### src/hdl/cie_pkg.sv
// Constants for the interrupt entry and exit block
package cie_pkg;
  localparam int DW = 8;
  localparam int PCW = 15;
  localparam int NPER = 24;
  localparam int STK_DEPTH = 16;
  localparam int SPW = 5;
  localparam logic [PCW-1:0] VECTOR_ADDR = 15'h0004;
  // Control register fields
  localparam int CTL_GIE = 7;
  localparam int CTL_PERIPHERAL_IRQ_GATE = 6;
  localparam int CTL_TMR_IE = 5;
  localparam int CTL_EXT_IE = 4;
  localparam int CTL_IOC_IE = 3;
  localparam int CTL_TMR_IF = 2;
  localparam int CTL_EXT_IF = 1;
  localparam int CTL_IOC_IF = 0;
  localparam logic [DW-1:0] CTL_RESET = 8'h00;
  localparam logic [DW-1:0] STATUS_KEEP = 8'he7;
  // Register port offsets
  localparam logic [3:0] A_CTL = 4'h0;
  localparam logic [3:0] A_PIR_A = 4'h1;
  localparam logic [3:0] A_PIR_B = 4'h2;
  localparam logic [3:0] A_PIR_C = 4'h3;
  localparam logic [3:0] A_PIE_A = 4'h4;
  localparam logic [3:0] A_PIE_B = 4'h5;
  localparam logic [3:0] A_PIE_C = 4'h6;
  localparam logic [3:0] A_SP = 4'h7;
  // Sequencer: entry takes fixed cycles so latency lands at 3 to 4
  typedef enum logic [3:0] {
    CIE_RUN = 4'b0001,
    CIE_FLUSH = 4'b0010,
    CIE_PUSH = 4'b0100,
    CIE_VEC = 4'b1000
  } cie_state_e;
endpackage : cie_pkg

### src/hdl/cie_stack.sv
// Hardware return stack with overflow and underflow detection
`timescale 1ns/1ps
module cie_stack import cie_pkg::*; (
  input wire logic clk,
  input wire logic rst,
  input wire logic push,
  input wire logic pop,
  input wire logic [PCW-1:0] push_data,
  output logic [PCW-1:0] top_q,
  output logic [SPW-1:0] sp_q,
  output logic ovf_q,
  output logic unf_q
);
  logic [PCW-1:0] mem [STK_DEPTH];
  logic [SPW-1:0] sp_d;
  logic ovf_d, unf_d;
  logic [PCW-1:0] top_d;

  always_comb begin
    sp_d = sp_q;
    ovf_d = 1'b0;
    unf_d = 1'b0;
    top_d = top_q;
    // Top kept current so a return needs no extra read cycle
    if (push) begin
      if (sp_q == SPW'(STK_DEPTH)) ovf_d = 1'b1;
      else begin
        sp_d = sp_q + 5'h01;
        top_d = push_data;
      end
    end else if (pop) begin
      if (sp_q == 5'h00) unf_d = 1'b1;
      else begin
        sp_d = sp_q - 5'h01;
        top_d = (sp_q == 5'h01) ? '0 : mem[sp_q[3:0] - 4'h2];
      end
    end
  end

  always_ff @(posedge clk) begin
    if (push && sp_q != SPW'(STK_DEPTH)) mem[sp_q[3:0]] <= push_data;
  end

  always_ff @(posedge clk or posedge rst) begin
    if (rst) begin
      sp_q <= 5'h00;
      ovf_q <= 1'b0;
      unf_q <= 1'b0;
      top_q <= '0;
    end else begin
      sp_q <= sp_d;
      ovf_q <= ovf_d;
      unf_q <= unf_d;
      top_q <= top_d;
    end
  end
endmodule : cie_stack

### src/hdl/cie_irq_ctrl.sv
// Interrupt entry and exit control for a small 8-bit core
`timescale 1ns/1ps
module cie_irq_ctrl import cie_pkg::*; (
  // Clock and reset
  input wire logic MCLK,
  input wire logic RST,
  // Core pipeline
  input wire logic INSTR_BOUNDARY,
  input wire logic RETURN_FROM_IRQ_INSTR,
  input wire logic CALL_PUSH,
  input wire logic RET_POP,
  input wire logic [PCW-1:0] PC_NOW,
  input wire logic WAKE_EVENT,
  input wire logic AFTER_SLEEP_DONE,
  // Context to shadow
  input wire logic [DW-1:0] W_NOW,
  input wire logic [DW-1:0] STATUS_NOW,
  input wire logic [DW-1:0] BANK_SELECT_REG_NOW,
  input wire logic [15:0] FILE_SELECT_REG0_NOW,
  input wire logic [15:0] FILE_SELECT_REG1_NOW,
  input wire logic [6:0] PC_HIGH_LATCH_NOW,
  // Event sources
  input wire logic TMR_EVENT,
  input wire logic IOC_EVENT,
  input wire logic EXT_PIN,
  input wire logic EXT_EDGE_SELECT,
  input wire logic [NPER-1:0] PERIPH_EVENT,
  // Register port
  input wire logic [3:0] ADDR,
  input wire logic [DW-1:0] WDATA,
  input wire logic WR,
  input wire logic RD,
  output logic [DW-1:0] RDATA,
  // Pipeline control out
  output logic FLUSH,
  output logic LOAD_PC,
  output logic [PCW-1:0] PC_LOAD_VALUE,
  output logic RESTORE,
  output logic STACK_OVERFLOW,
  output logic STACK_UNDERFLOW,
  output logic IRQ_PENDING,
  // Shadow copies
  output logic [DW-1:0] W_SHADOW,
  output logic [DW-1:0] STATUS_SHADOW,
  output logic [DW-1:0] BANK_SELECT_REG_SHADOW,
  output logic [15:0] FILE_SELECT_REG0_SHADOW,
  output logic [15:0] FILE_SELECT_REG1_SHADOW,
  output logic [6:0] PC_HIGH_LATCH_SHADOW
);
  logic [DW-1:0] ctl_q, ctl_d;
  logic [NPER-1:0] pir_q, pir_d, pie_q, pie_d;
  logic ext_prev_q;
  logic wake_hold_q, wake_hold_d;
  cie_state_e st_q, st_d;
  logic [DW-1:0] rdata_d;
  logic flush_d, load_d, restore_d;
  logic [PCW-1:0] pcv_d;
  logic any_req, take, ext_edge, stk_push, stk_pop;
  logic [PCW-1:0] stk_top;
  logic [SPW-1:0] stk_sp;
  logic stk_ovf, stk_unf;
  logic [NPER-1:0] per_set;
  logic [NPER-1:0] per_hit;

  // Per-source request terms
  genvar gi;
  generate
    for (gi = 0; gi < NPER; gi++) begin : g_per
      assign per_set[gi] = PERIPH_EVENT[gi];
      assign per_hit[gi] = pir_q[gi] & pie_q[gi];
    end
  endgenerate

  // Edge picked by the select bit
  assign ext_edge = EXT_EDGE_SELECT ? (EXT_PIN & ~ext_prev_q)
                                    : (~EXT_PIN & ext_prev_q);

  // Combined request
  assign any_req = (ctl_q[CTL_TMR_IF] & ctl_q[CTL_TMR_IE])
                 | (ctl_q[CTL_EXT_IF] & ctl_q[CTL_EXT_IE])
                 | (ctl_q[CTL_IOC_IF] & ctl_q[CTL_IOC_IE])
                 | (ctl_q[CTL_PERIPHERAL_IRQ_GATE] & |per_hit);
  // Held while the post-sleep instruction runs
  assign take = st_q == CIE_RUN && INSTR_BOUNDARY && ctl_q[CTL_GIE] && any_req
              && !wake_hold_q && !RETURN_FROM_IRQ_INSTR;

  // Shared stack
  assign stk_push = CALL_PUSH | (st_q == CIE_PUSH);
  assign stk_pop = RET_POP | RETURN_FROM_IRQ_INSTR;

  cie_stack u_stack (
    .clk(MCLK),
    .rst(RST),
    .push(stk_push),
    .pop(stk_pop),
    .push_data(PC_NOW),
    .top_q(stk_top),
    .sp_q(stk_sp),
    .ovf_q(stk_ovf),
    .unf_q(stk_unf)
  );

  // Registers and flags
  always_comb begin
    ctl_d = ctl_q;
    pir_d = pir_q;
    pie_d = pie_q;
    rdata_d = '0;
    if (WR) begin
      case (ADDR)
        A_CTL: ctl_d = WDATA;
        A_PIR_A: pir_d[7:0] = WDATA;
        A_PIR_B: pir_d[15:8] = WDATA;
        A_PIR_C: pir_d[23:16] = WDATA;
        A_PIE_A: pie_d[7:0] = WDATA;
        A_PIE_B: pie_d[15:8] = WDATA;
        A_PIE_C: pie_d[23:16] = WDATA;
        default: ;
      endcase
    end
    // Set wins over a software clear in the same cycle
    if (TMR_EVENT) ctl_d[CTL_TMR_IF] = 1'b1;
    if (IOC_EVENT) ctl_d[CTL_IOC_IF] = 1'b1;
    if (ext_edge) ctl_d[CTL_EXT_IF] = 1'b1;
    pir_d = pir_d | per_set;
    if (take) ctl_d[CTL_GIE] = 1'b0;
    if (RETURN_FROM_IRQ_INSTR) ctl_d[CTL_GIE] = 1'b1;
    if (RD) begin
      case (ADDR)
        A_CTL: rdata_d = ctl_q;
        A_PIR_A: rdata_d = pir_q[7:0];
        A_PIR_B: rdata_d = pir_q[15:8];
        A_PIR_C: rdata_d = pir_q[23:16];
        A_PIE_A: rdata_d = pie_q[7:0];
        A_PIE_B: rdata_d = pie_q[15:8];
        A_PIE_C: rdata_d = pie_q[23:16];
        A_SP: rdata_d = {3'h0, stk_sp};
        default: rdata_d = '0;
      endcase
    end
  end

  // Entry sequencer
  always_comb begin
    st_d = st_q;
    flush_d = 1'b0;
    load_d = 1'b0;
    restore_d = 1'b0;
    pcv_d = PC_LOAD_VALUE;
    wake_hold_d = wake_hold_q;
    if (WAKE_EVENT) wake_hold_d = 1'b1;
    else if (AFTER_SLEEP_DONE) wake_hold_d = 1'b0;
    case (st_q)
      CIE_RUN: begin
        if (take) begin
          st_d = CIE_FLUSH;
          flush_d = 1'b1;
        end else if (RETURN_FROM_IRQ_INSTR) begin
          load_d = 1'b1;
          restore_d = 1'b1;
          pcv_d = stk_top;
        end
      end
      CIE_FLUSH: st_d = CIE_PUSH;
      CIE_PUSH: st_d = CIE_VEC;
      CIE_VEC: begin
        st_d = CIE_RUN;
        load_d = 1'b1;
        pcv_d = VECTOR_ADDR;
      end
      default: st_d = CIE_RUN;
    endcase
  end

  always_ff @(posedge MCLK or posedge RST) begin
    if (RST) begin
      ctl_q <= CTL_RESET;
      pir_q <= '0;
      pie_q <= '0;
      ext_prev_q <= 1'b0;
      wake_hold_q <= 1'b0;
      st_q <= CIE_RUN;
      RDATA <= '0;
      FLUSH <= 1'b0;
      LOAD_PC <= 1'b0;
      PC_LOAD_VALUE <= '0;
      RESTORE <= 1'b0;
      STACK_OVERFLOW <= 1'b0;
      STACK_UNDERFLOW <= 1'b0;
      IRQ_PENDING <= 1'b0;
      W_SHADOW <= '0;
      STATUS_SHADOW <= '0;
      BANK_SELECT_REG_SHADOW <= '0;
      FILE_SELECT_REG0_SHADOW <= '0;
      FILE_SELECT_REG1_SHADOW <= '0;
      PC_HIGH_LATCH_SHADOW <= '0;
    end else begin
      ctl_q <= ctl_d;
      pir_q <= pir_d;
      pie_q <= pie_d;
      ext_prev_q <= EXT_PIN;
      wake_hold_q <= wake_hold_d;
      st_q <= st_d;
      RDATA <= rdata_d;
      FLUSH <= flush_d;
      LOAD_PC <= load_d;
      PC_LOAD_VALUE <= pcv_d;
      RESTORE <= restore_d;
      STACK_OVERFLOW <= stk_ovf;
      STACK_UNDERFLOW <= stk_unf;
      IRQ_PENDING <= any_req;
      if (take) begin
        W_SHADOW <= W_NOW;
        STATUS_SHADOW <= STATUS_NOW & STATUS_KEEP;
        BANK_SELECT_REG_SHADOW <= BANK_SELECT_REG_NOW;
        FILE_SELECT_REG0_SHADOW <= FILE_SELECT_REG0_NOW;
        FILE_SELECT_REG1_SHADOW <= FILE_SELECT_REG1_NOW;
        PC_HIGH_LATCH_SHADOW <= PC_HIGH_LATCH_NOW;
      end
    end
  end

  // Checks
  property p_reset_gie;
    @(posedge MCLK) $fell(RST) |-> !ctl_q[CTL_GIE];
  endproperty
  a_reset_gie: assert property (p_reset_gie) else $error("global enable set after reset");

  property p_gated;
    @(posedge MCLK) disable iff (RST)
      FLUSH |-> $past(ctl_q[CTL_GIE]) && $past(
        ctl_q[CTL_TMR_IF] && ctl_q[CTL_TMR_IE] || ctl_q[CTL_EXT_IF] && ctl_q[CTL_EXT_IE]
        || ctl_q[CTL_IOC_IF] && ctl_q[CTL_IOC_IE] || ctl_q[CTL_PERIPHERAL_IRQ_GATE] && |(pir_q & pie_q));
  endproperty
  a_gated: assert property (p_gated) else $error("entry without enables");

  property p_flag_set;
    @(posedge MCLK) disable iff (RST) TMR_EVENT |=> ctl_q[CTL_TMR_IF];
  endproperty
  a_flag_set: assert property (p_flag_set) else $error("event flag not set");

  property p_entry;
    @(posedge MCLK) disable iff (RST)
      take |=> FLUSH && !ctl_q[CTL_GIE] ##3 LOAD_PC && PC_LOAD_VALUE == VECTOR_ADDR;
  endproperty
  a_entry: assert property (p_entry) else $error("entry sequence wrong");

  property p_no_nest;
    @(posedge MCLK) disable iff (RST) FLUSH |=> (!FLUSH) [*3];
  endproperty
  a_no_nest: assert property (p_no_nest) else $error("nested entry");

  property p_return;
    @(posedge MCLK) disable iff (RST)
      RETURN_FROM_IRQ_INSTR && st_q == CIE_RUN |=> ctl_q[CTL_GIE] && RESTORE && LOAD_PC;
  endproperty
  a_return: assert property (p_return) else $error("return did not restore");

  property p_wait;
    @(posedge MCLK) disable iff (RST) !ctl_q[CTL_GIE] |=> !FLUSH;
  endproperty
  a_wait: assert property (p_wait) else $error("vectored while disabled");

  property p_ext_edge;
    @(posedge MCLK) disable iff (RST)
      EXT_EDGE_SELECT && EXT_PIN && !ext_prev_q |=> ctl_q[CTL_EXT_IF];
  endproperty
  a_ext_edge: assert property (p_ext_edge) else $error("pin edge missed");

  property p_wake;
    @(posedge MCLK) disable iff (RST) wake_hold_q |=> !FLUSH;
  endproperty
  a_wake: assert property (p_wake) else $error("vector before post-sleep instr");

  // Outputs checked, not the take term, so a broken W, status or PC high shadow flop still trips these
  property p_shadow;
    @(posedge MCLK) disable iff (RST)
      take |=> W_SHADOW == $past(W_NOW) && PC_HIGH_LATCH_SHADOW == $past(PC_HIGH_LATCH_NOW)
      && STATUS_SHADOW == ($past(STATUS_NOW) & STATUS_KEEP);
  endproperty
  a_shadow: assert property (p_shadow) else $error("context not shadowed");

  property p_boundary;
    @(posedge MCLK) disable iff (RST) FLUSH |-> $past(INSTR_BOUNDARY);
  endproperty
  a_boundary: assert property (p_boundary) else $error("entry off a boundary");

  property p_push;
    @(posedge MCLK) disable iff (RST)
      st_q == CIE_PUSH && stk_sp != SPW'(STK_DEPTH) |=> stk_sp == $past(stk_sp) + 5'h01;
  endproperty
  a_push: assert property (p_push) else $error("entry did not push");

  c_entry: cover property (@(posedge MCLK) disable iff (RST) take ##4 LOAD_PC);
  c_wake: cover property (@(posedge MCLK) disable iff (RST) wake_hold_q && any_req);
  c_return: cover property (@(posedge MCLK) disable iff (RST) RETURN_FROM_IRQ_INSTR);
  c_periph: cover property (@(posedge MCLK) disable iff (RST) take && |per_hit);
endmodule : cie_irq_ctrl

### config.mk
export PLATFORM = sky130hd
export DESIGN_NAME = cie_irq_ctrl
export DESIGN_NICKNAME = d
export VERILOG_FILES = /design/src/hdl/cie_pkg.sv /design/src/hdl/cie_stack.sv /design/src/hdl/cie_irq_ctrl.sv
export SDC_FILE = /design/constraint.sdc
export NUM_CORES = 1
export LEC_CHECK = 0
export BUFFER_PORTS_ARGS = -buffer_cell sky130_fd_sc_hd__buf_4
export CAP_MARGIN = 20
export CORE_ASPECT_RATIO = 0.75
export CORE_MARGIN = 4
export CORE_UTILIZATION = 50
export DETAILED_ROUTE_END_ITERATION = 7
export PLACE_DENSITY = 0.7
export SYNTH_ARGS = -nofsm -noshare
export SYNTH_HDL_FRONTEND = slang
export SYNTH_HIERARCHICAL = 1
export SYNTH_SLANG_ARGS = --single-unit
### constraint.sdc
create_clock -name MCLK -period 7.7 [get_ports MCLK]
set_input_delay 0.385 -clock MCLK [delete_from_list [all_inputs] [get_ports MCLK]]
set_output_delay 0.385 -clock MCLK [all_outputs]
set_load 0.02 [all_outputs]
==> Word-level counts from Yosys, hierarchy flattened <==
Memory sizes are Yosys's and may differ from the RTL's.
Cells that the tools add are included.
W data, S select, Z words.
{ "word_totals": {"register_bits": 174, "ram_bits": 240, "input_bits": 128, "elab_cells": 166, "n_memories": 1} }
{ "op_classes": {"addsub": 3, "eq_ne": 19, "mux": 43, "bitwise": 38, "n_reduce_logical": 32} }
{ "memory_table": {"columns": ["name", "words", "width", "read_ports", "rd_ports_with_merged_regs", "wr", "line", "rtl"], "rows": [
  ["u_stack.mem", 16, 15, 1, 0, 1, "cie_stack.sv:14", "logic [PCW-1:0] mem [STK_DEPTH];"]
]} }
{ "ops": {"columns": ["operator", "n"], "rows": [
  ["$mux W15", 7],
  ["$pmux W8 S8", 1],
  ["$mux W8", 6],
  ["$and A1 B1 Y1", 30],
  ["$pmux W15 S2", 1],
  ["$mux W24", 1],
  ["$or A24 B24 Y24", 1],
  ["$reduce_or A24 Y1", 1],
  ["$eq A4 B3 Y1 const B", 5],
  ["$mux W1", 20],
  ["$mux W5", 4],
  ["$reduce_bool A2 Y1", 9],
  ["$reduce_and A2 Y1", 8],
  ["$eq A4 B2 Y1 const B", 3],
  ["$pmux W4 S3", 1],
  ["$eq A4 B1 Y1 const B", 2],
  ["$ne A2 B2 Y1 const B", 4],
  ["$logic_and A1 B1 Y1", 6],
  ["$reduce_and A3 Y1", 2],
  ["$reduce_bool A3 Y1", 2],
  ["$add A5 B1 Y5 const B", 1],
  ["$eq A5 B1 Y1 const B", 1],
  ["$eq A5 B5 Y1 const B", 1],
  ["$logic_not A5 Y1", 1],
  ["other kinds (11)", 17]
]} }

==> Depth between registers and ports, before layout <==
{ "logic_depth": {"ltp_word": 9, "ltp_mapped": 12} }

==> Cells and area by module <==
The synthesis kept the hierarchy.
{ "by_module_without_submodules": {"columns": ["module", "instances", "cells_per_inst", "area_per_inst_um2", "seq_area_each_um2"], "rows": [
  ["cie_stack", 1, 629, 10759.1, 7757.4],
  ["cie_irq_ctrl", 1, 649, 6971.7, 3804.9]
]} }

==> Worst setup path before layout <==
No wires, ideal clock.
{ "synth_path": {"path_type": "flip-flop to flip-flop", "from": "register u_stack.sp_q[1]", "to": "memory u_stack.mem[0][0], enable pin", "arrival_ns": 2.188, "path_slack_ns": 5.125, "stages_incl_launch_ff": 9, "path_buffers": 3, "synth_period_minus_slack_ns": 2.575, "path_cell_list": "dfrtp_1 > buf_4 > buf_8 > buf_8 > inv_1 > ha_1 > nor3b_2 > nand2_1 > nor2_1"} }
{ "synth_via": {"elab_chain_cells": 4} }
{ "synth_rtl": {"columns": ["element", "line", "rtl"], "rows": [
  ["from (decl)", "cie_stack.sv:10", "output logic [SPW-1:0] sp_q,"],
  ["from (signal assigned)", "cie_stack.sv:51", "sp_q <= sp_d;"],
  ["$ne A5 B5 Y1", "cie_stack.sv:41", "if (push && sp_q != SPW'(STK_DEPTH)) mem[sp_q[3:0]] <= push_data;"],
  ["$logic_and A1 B1 Y1", "cie_stack.sv:41", null],
  ["$mux W1", "cie_stack.sv:41", null],
  ["$mux W1 (not written as such)", "cie_stack.sv:41", null],
  ["to (decl)", "cie_stack.sv:14", null]
]} }
Parallel ways exist; a longest one is shown, timed or not.

==> Worst setup path in the final report <==
{ "layout_path": {"from": "register u_stack.sp_q[1]", "to": "register u_stack.top_q[9]"} }
{ "layout_via": {"elab_chain_cells": 6, "elab_cells_between_ends": 12} }
{ "layout_rtl": {"columns": ["element", "line", "rtl"], "rows": [
  ["$sub A4 B2 Y4", "cie_stack.sv:35", "top_d = (sp_q == 5'h01) ? '0 : mem[sp_q[3:0] - 4'h2];"],
  ["$mem_v2 Z16 W15", null, null],
  ["$mux W15", "cie_stack.sv:35", null],
  ["$mux W15", "cie_stack.sv:32", "if (sp_q == 5'h00) unf_d = 1'b1;"],
  ["$mux W15", "cie_stack.sv:31", "end else if (pop) begin"],
  ["$mux W15", "cie_stack.sv:25", "if (push) begin"],
  ["to (signal assigned)", "cie_stack.sv:54", "top_q <= top_d;"],
  ["to (decl)", "cie_stack.sv:9", "output logic [PCW-1:0] top_q,"]
]} }
Parallel ways exist; a longest one is shown, timed or not. The select of a mux whose other input is x is not followed.
A chain may end at the register's enable or synchronous reset.

==> results.md <==
* Worst Setup Start Kind: flop
* Worst-path fanout max at 66
* Post-DR vias/cell at 5.88
* Static Leak at 8.42 nW
* Reg clk slew, reported paths at 0.06 ns
* Final-layout setup total negative slack at 0 ns
* Final Slew Violations at 0
* Router iterations before antenna repair at 5
* Global-route wire length before repair at 66700 um
* Effective utilization at floorplan at 0.509
* Number of synthesized register bits at 414
* Origin of the critical flop-to-flop path: u_stack/sp_q[1]
* Total CTS buffers at 41
* Remaining antenna violation count after routing at 0
* Count of mapped cells out of synthesis at 1278
* Count of flip-flops with a built-in enable after synthesis at 240
* Post-Place Cell Area at 19500 sq um
* Total non-filler cell area in the finished layout at 20800 sq um
* Crit end category: flop
* CTS root buffer: sky130_fd_sc_hd__clkbuf_16
* Area fraction of the dominant cell type after synthesis at 0.406
* Number of non-filler instances in the completed layout at 1965
* Maximum number of pins on one net before global-route repair at 82
* Standard-cell row count at 59
* Wire length per cell after detailed routing at 22.7 um
* Register-to-register path setup slack at 3.77 ns
* Biggest area contributors in the synthesized netlist: sky130_fd_sc_hd__edfxtp_1 41%, sky130_fd_sc_hd__dfrtp_1 24%, sky130_fd_sc_hd__mux2i_1 7.0%, sky130_fd_sc_hd__a22oi_1 3.1%, sky130_fd_sc_hd__a31o_1 2.9%
* Cell count after placement at 1885
* Htree depth at 2
* Initial antenna violation count at 0
* Sequential area share after synthesis at 0.652
* Floorplan core area at 34800 sq um
* Max-Cap Viols at 0
* Die Area at 38600 sq um
* Setup skew after layout at 0.0124 ns
* Via count of the first global-routing pass at 11202
* Number of hold violations in the final report at 0
* Clock tree from TritonCTS: yes
* Horizontal die dimension at 225 um
* Type of the worst min-delay path: primary input to flop
* Required time of the critical path at 8.09 ns
* Summed instance area of the synthesized netlist at 17700 sq um
* Worst Path Class, Setup: flop to flop
* Port Buf Inserts at 215
* Final critical path time including I/O delays and setup at 3.93 ns
* Endpoint of the most critical register-to-register path: u_stack/top_q[9]
* Hold Crit Depth at 2
* Most frequent standard cell in the layout excluding fill and tap cells: sky130_fd_sc_hd__buf_4
* Synth Area per Inst at 13.9 sq um
* DRT Wirelength at 44500 um
* Estimated wirelength of the detail-placed design at 27800 um
* Total number of clock tree sinks at 414
* Worst max-slew margin expressed relative to the limit at 0.253
* Share of the cycle needed by the critical path after routing at 0.511
* Overall overflow remaining after global route at 0
* Pin slew with the least headroom to its limit at 1.12 ns
* Count of boundary I/O pins at 220
* Yosys Warn Count at 6
* Number of cell instances on the worst register-to-register path at 6
* Count of nets after finishing at 1611
* Floorplan die height at 171 um
* Power density normalized to cell area at 341 nW/um^2
* Cell type with the highest aggregate area in the netlist: sky130_fd_sc_hd__edfxtp_1
* GRT Total Usage at 0.224
* First-iteration detailed-routing DRC count at 1085
* Number of vias in the routed layout at 11551
* Area growth from synthesis to layout at 17.5%
* Post-synth cell types at 72
* Share of flip-flops with an asynchronous set or reset after synthesis at 0.420
* Unrepaired setup endpoints after global routing: no
* Routability congestion estimate from global placement at 0.898
* Post-CTS repair timing setup buffer count at 0
* DRC violation count after routing at 0
* Worst Hold Launch: TMR_EVENT
* Fraction of final layout cells with drive strength greater than 1 at 0.238
* Clk Latency, worst-skew pair at 0.55 ns
* F_max at 254 MHz
* Highest-count cells in the layout ignoring fill and taps: 241 x sky130_fd_sc_hd__buf_4, 240 x sky130_fd_sc_hd__edfxtp_1, 171 x sky130_fd_sc_hd__dfrtp_1
* Worst-case hold path end point: ctl_q[2]
* Dominant register cell in the synthesized netlist: sky130_fd_sc_hd__edfxtp_1
* Arrival time reported for the critical path endpoint at 4.32 ns
* Clock buffer depth at 3
* Run status: complete, no violations
* IR Drop Worst-Case VDD at 0.262 mV
* Number of setup violations in the final report at 0
==> registers in the layout, summed over array words and instances (netlist names), 5 cells and up <==
| register | count |
|---|---|
| u_stack/mem | 240 |
| PC_LOAD_VALUE | 15 |
| ctl_q | 8 |
| RDATA | 8 |
| PC_HIGH_LATCH_SHADOW | 7 |
| pir_q | 24 |
| BANK_SELECT_REG_SHADOW | 8 |
| u_stack/top_q | 15 |
| FILE_SELECT_REG0_SHADOW | 16 |
| FILE_SELECT_REG1_SHADOW | 16 |
| W_SHADOW | 8 |
| u_stack/sp_q | 5 |
| pie_q | 24 |
| STATUS_SHADOW | 6 |
==> kinds of logic after synthesis <==
| kind of cell | count (synthesis) | share of synthesized area |
|---|---|---|
| fa+ha+maj | 8 | 0.00565 |
| simple gates | 350 | 0.0979 |
| flops | 414 | 0.652 |
| mux | 161 | 0.0956 |
| xor+xnor | 6 | 0.00296 |
| other cells | 1 | 0.000211 |
| compound gates | 234 | 0.108 |
| buf+inv | 104 | 0.0380 |
==> layout make-up <==
cell class                      count  area, sq um
Clock buffer                       61         1130
Inverter                           11         46.3
Sequential cell                   414        11600
Clock inverter                     13          113
Timing Repair Buffer              246         1890
Antenna cell                        2         5.00
Fill cell                        2738        14000
Tap cell                          457          572
Multi-Input combinational cell    761         5520
==> repair_timing <==
| action | 4_1_cts | 5_1_grt |
|---|---|---|
| hold endpoints to repair | 2 | 6 |
| resized for setup | 0 | 0 |
| hold buffers | 2 | 1 |
==> through the flow <==
stage | setup WS [ns] | total power [mW] | utilization | hold slack [ns]
after CTS | 3.89 | 7.16 | 0.597 | 0.000424
final | 3.77 | 7.11 | 0.598 | 0.0224
after floorplan | 3.22 | 4.60 | - | 0.331
after global placement | 3.92 | 5.23 | 0.560 | 0.333
after global routing | 3.66 | 7.47 | 0.598 | 0.0128
after detailed placement | 3.90 | 5.29 | 0.561 | 0.337
==> cells in the mapped netlist, types with 6 or more instances <==
cell,instances
sky130_fd_sc_hd__a41oi_1,14
sky130_fd_sc_hd__a31oi_1,14
sky130_fd_sc_hd__xnor2_1,6
sky130_fd_sc_hd__edfxtp_1,240
sky130_fd_sc_hd__buf_4,12
sky130_fd_sc_hd__a211o_1,12
sky130_fd_sc_hd__mux2i_1,124
sky130_fd_sc_hd__a31o_1,58
sky130_fd_sc_hd__nor3_1,63
sky130_fd_sc_hd__nand2_1,125
sky130_fd_sc_hd__dfrtp_1,173
sky130_fd_sc_hd__a22oi_1,74
sky130_fd_sc_hd__nor2_1,56
sky130_fd_sc_hd__nor2b_1,16
sky130_fd_sc_hd__a22o_1,21
sky130_fd_sc_hd__nand3b_1,19
sky130_fd_sc_hd__buf_2,23
sky130_fd_sc_hd__clkbuf_1,32
sky130_fd_sc_hd__mux2_2,34
sky130_fd_sc_hd__and3_1,6
sky130_fd_sc_hd__and2_1,19
sky130_fd_sc_hd__buf_6,16
sky130_fd_sc_hd__ha_1,8
sky130_fd_sc_hd__a221oi_1,6
sky130_fd_sc_hd__inv_1,11
sky130_fd_sc_hd__nand2b_1,9
sky130_fd_sc_hd__nand4_1,16
==> metal layers <==
metal,vias to the layer above,track usage,part of all wire
li1,5241,-,-
met1,5712,0.339,0.44
met2,509,0.336,0.45
met3,89,0.0381,0.083
met4,0,0.0684,0.031
met5,-,0,0
==> power breakdown <==
part	switching [mW]	total [mW]	internal, mW
clock network	0.804	1.86	1.05
registers	0.305	3.04	2.73
logic	1.28	2.22	0.943
==> critical path, cell delays in order (launching register included) <==
cell and delay [ns]:
sky130_fd_sc_hd__dfrtp_4 1.15, sky130_fd_sc_hd__inv_1 0.38, sky130_fd_sc_hd__ha_1 0.57, sky130_fd_sc_hd__nor2b_2 0.66, sky130_fd_sc_hd__a22oi_1 0.21, sky130_fd_sc_hd__a41oi_1 0.62, sky130_fd_sc_hd__a31oi_1 0.17
==> how the worst max path moves through the flow <==
stage / start / end / slack [ns] / cells past startpoint
finish: u_stack/sp_q[1] / u_stack/top_q[9] / 3.77 / 6
global route: u_stack/sp_q[1] / u_stack/top_q[9] / 3.66 / 6
CTS: u_stack/sp_q[1] / u_stack/top_q[9] / 3.89 / 6
detailed placement: u_stack/sp_q[1] / u_stack/top_q[9] / 3.90 / 6
global placement: u_stack/sp_q[1] / u_stack/top_q[9] / 3.92 / 6
floorplan: RST / BANK_SELECT_REG_SHADOW[0] / 3.22 / 1
No activity file was read; power rests on OpenSTA's default activity.
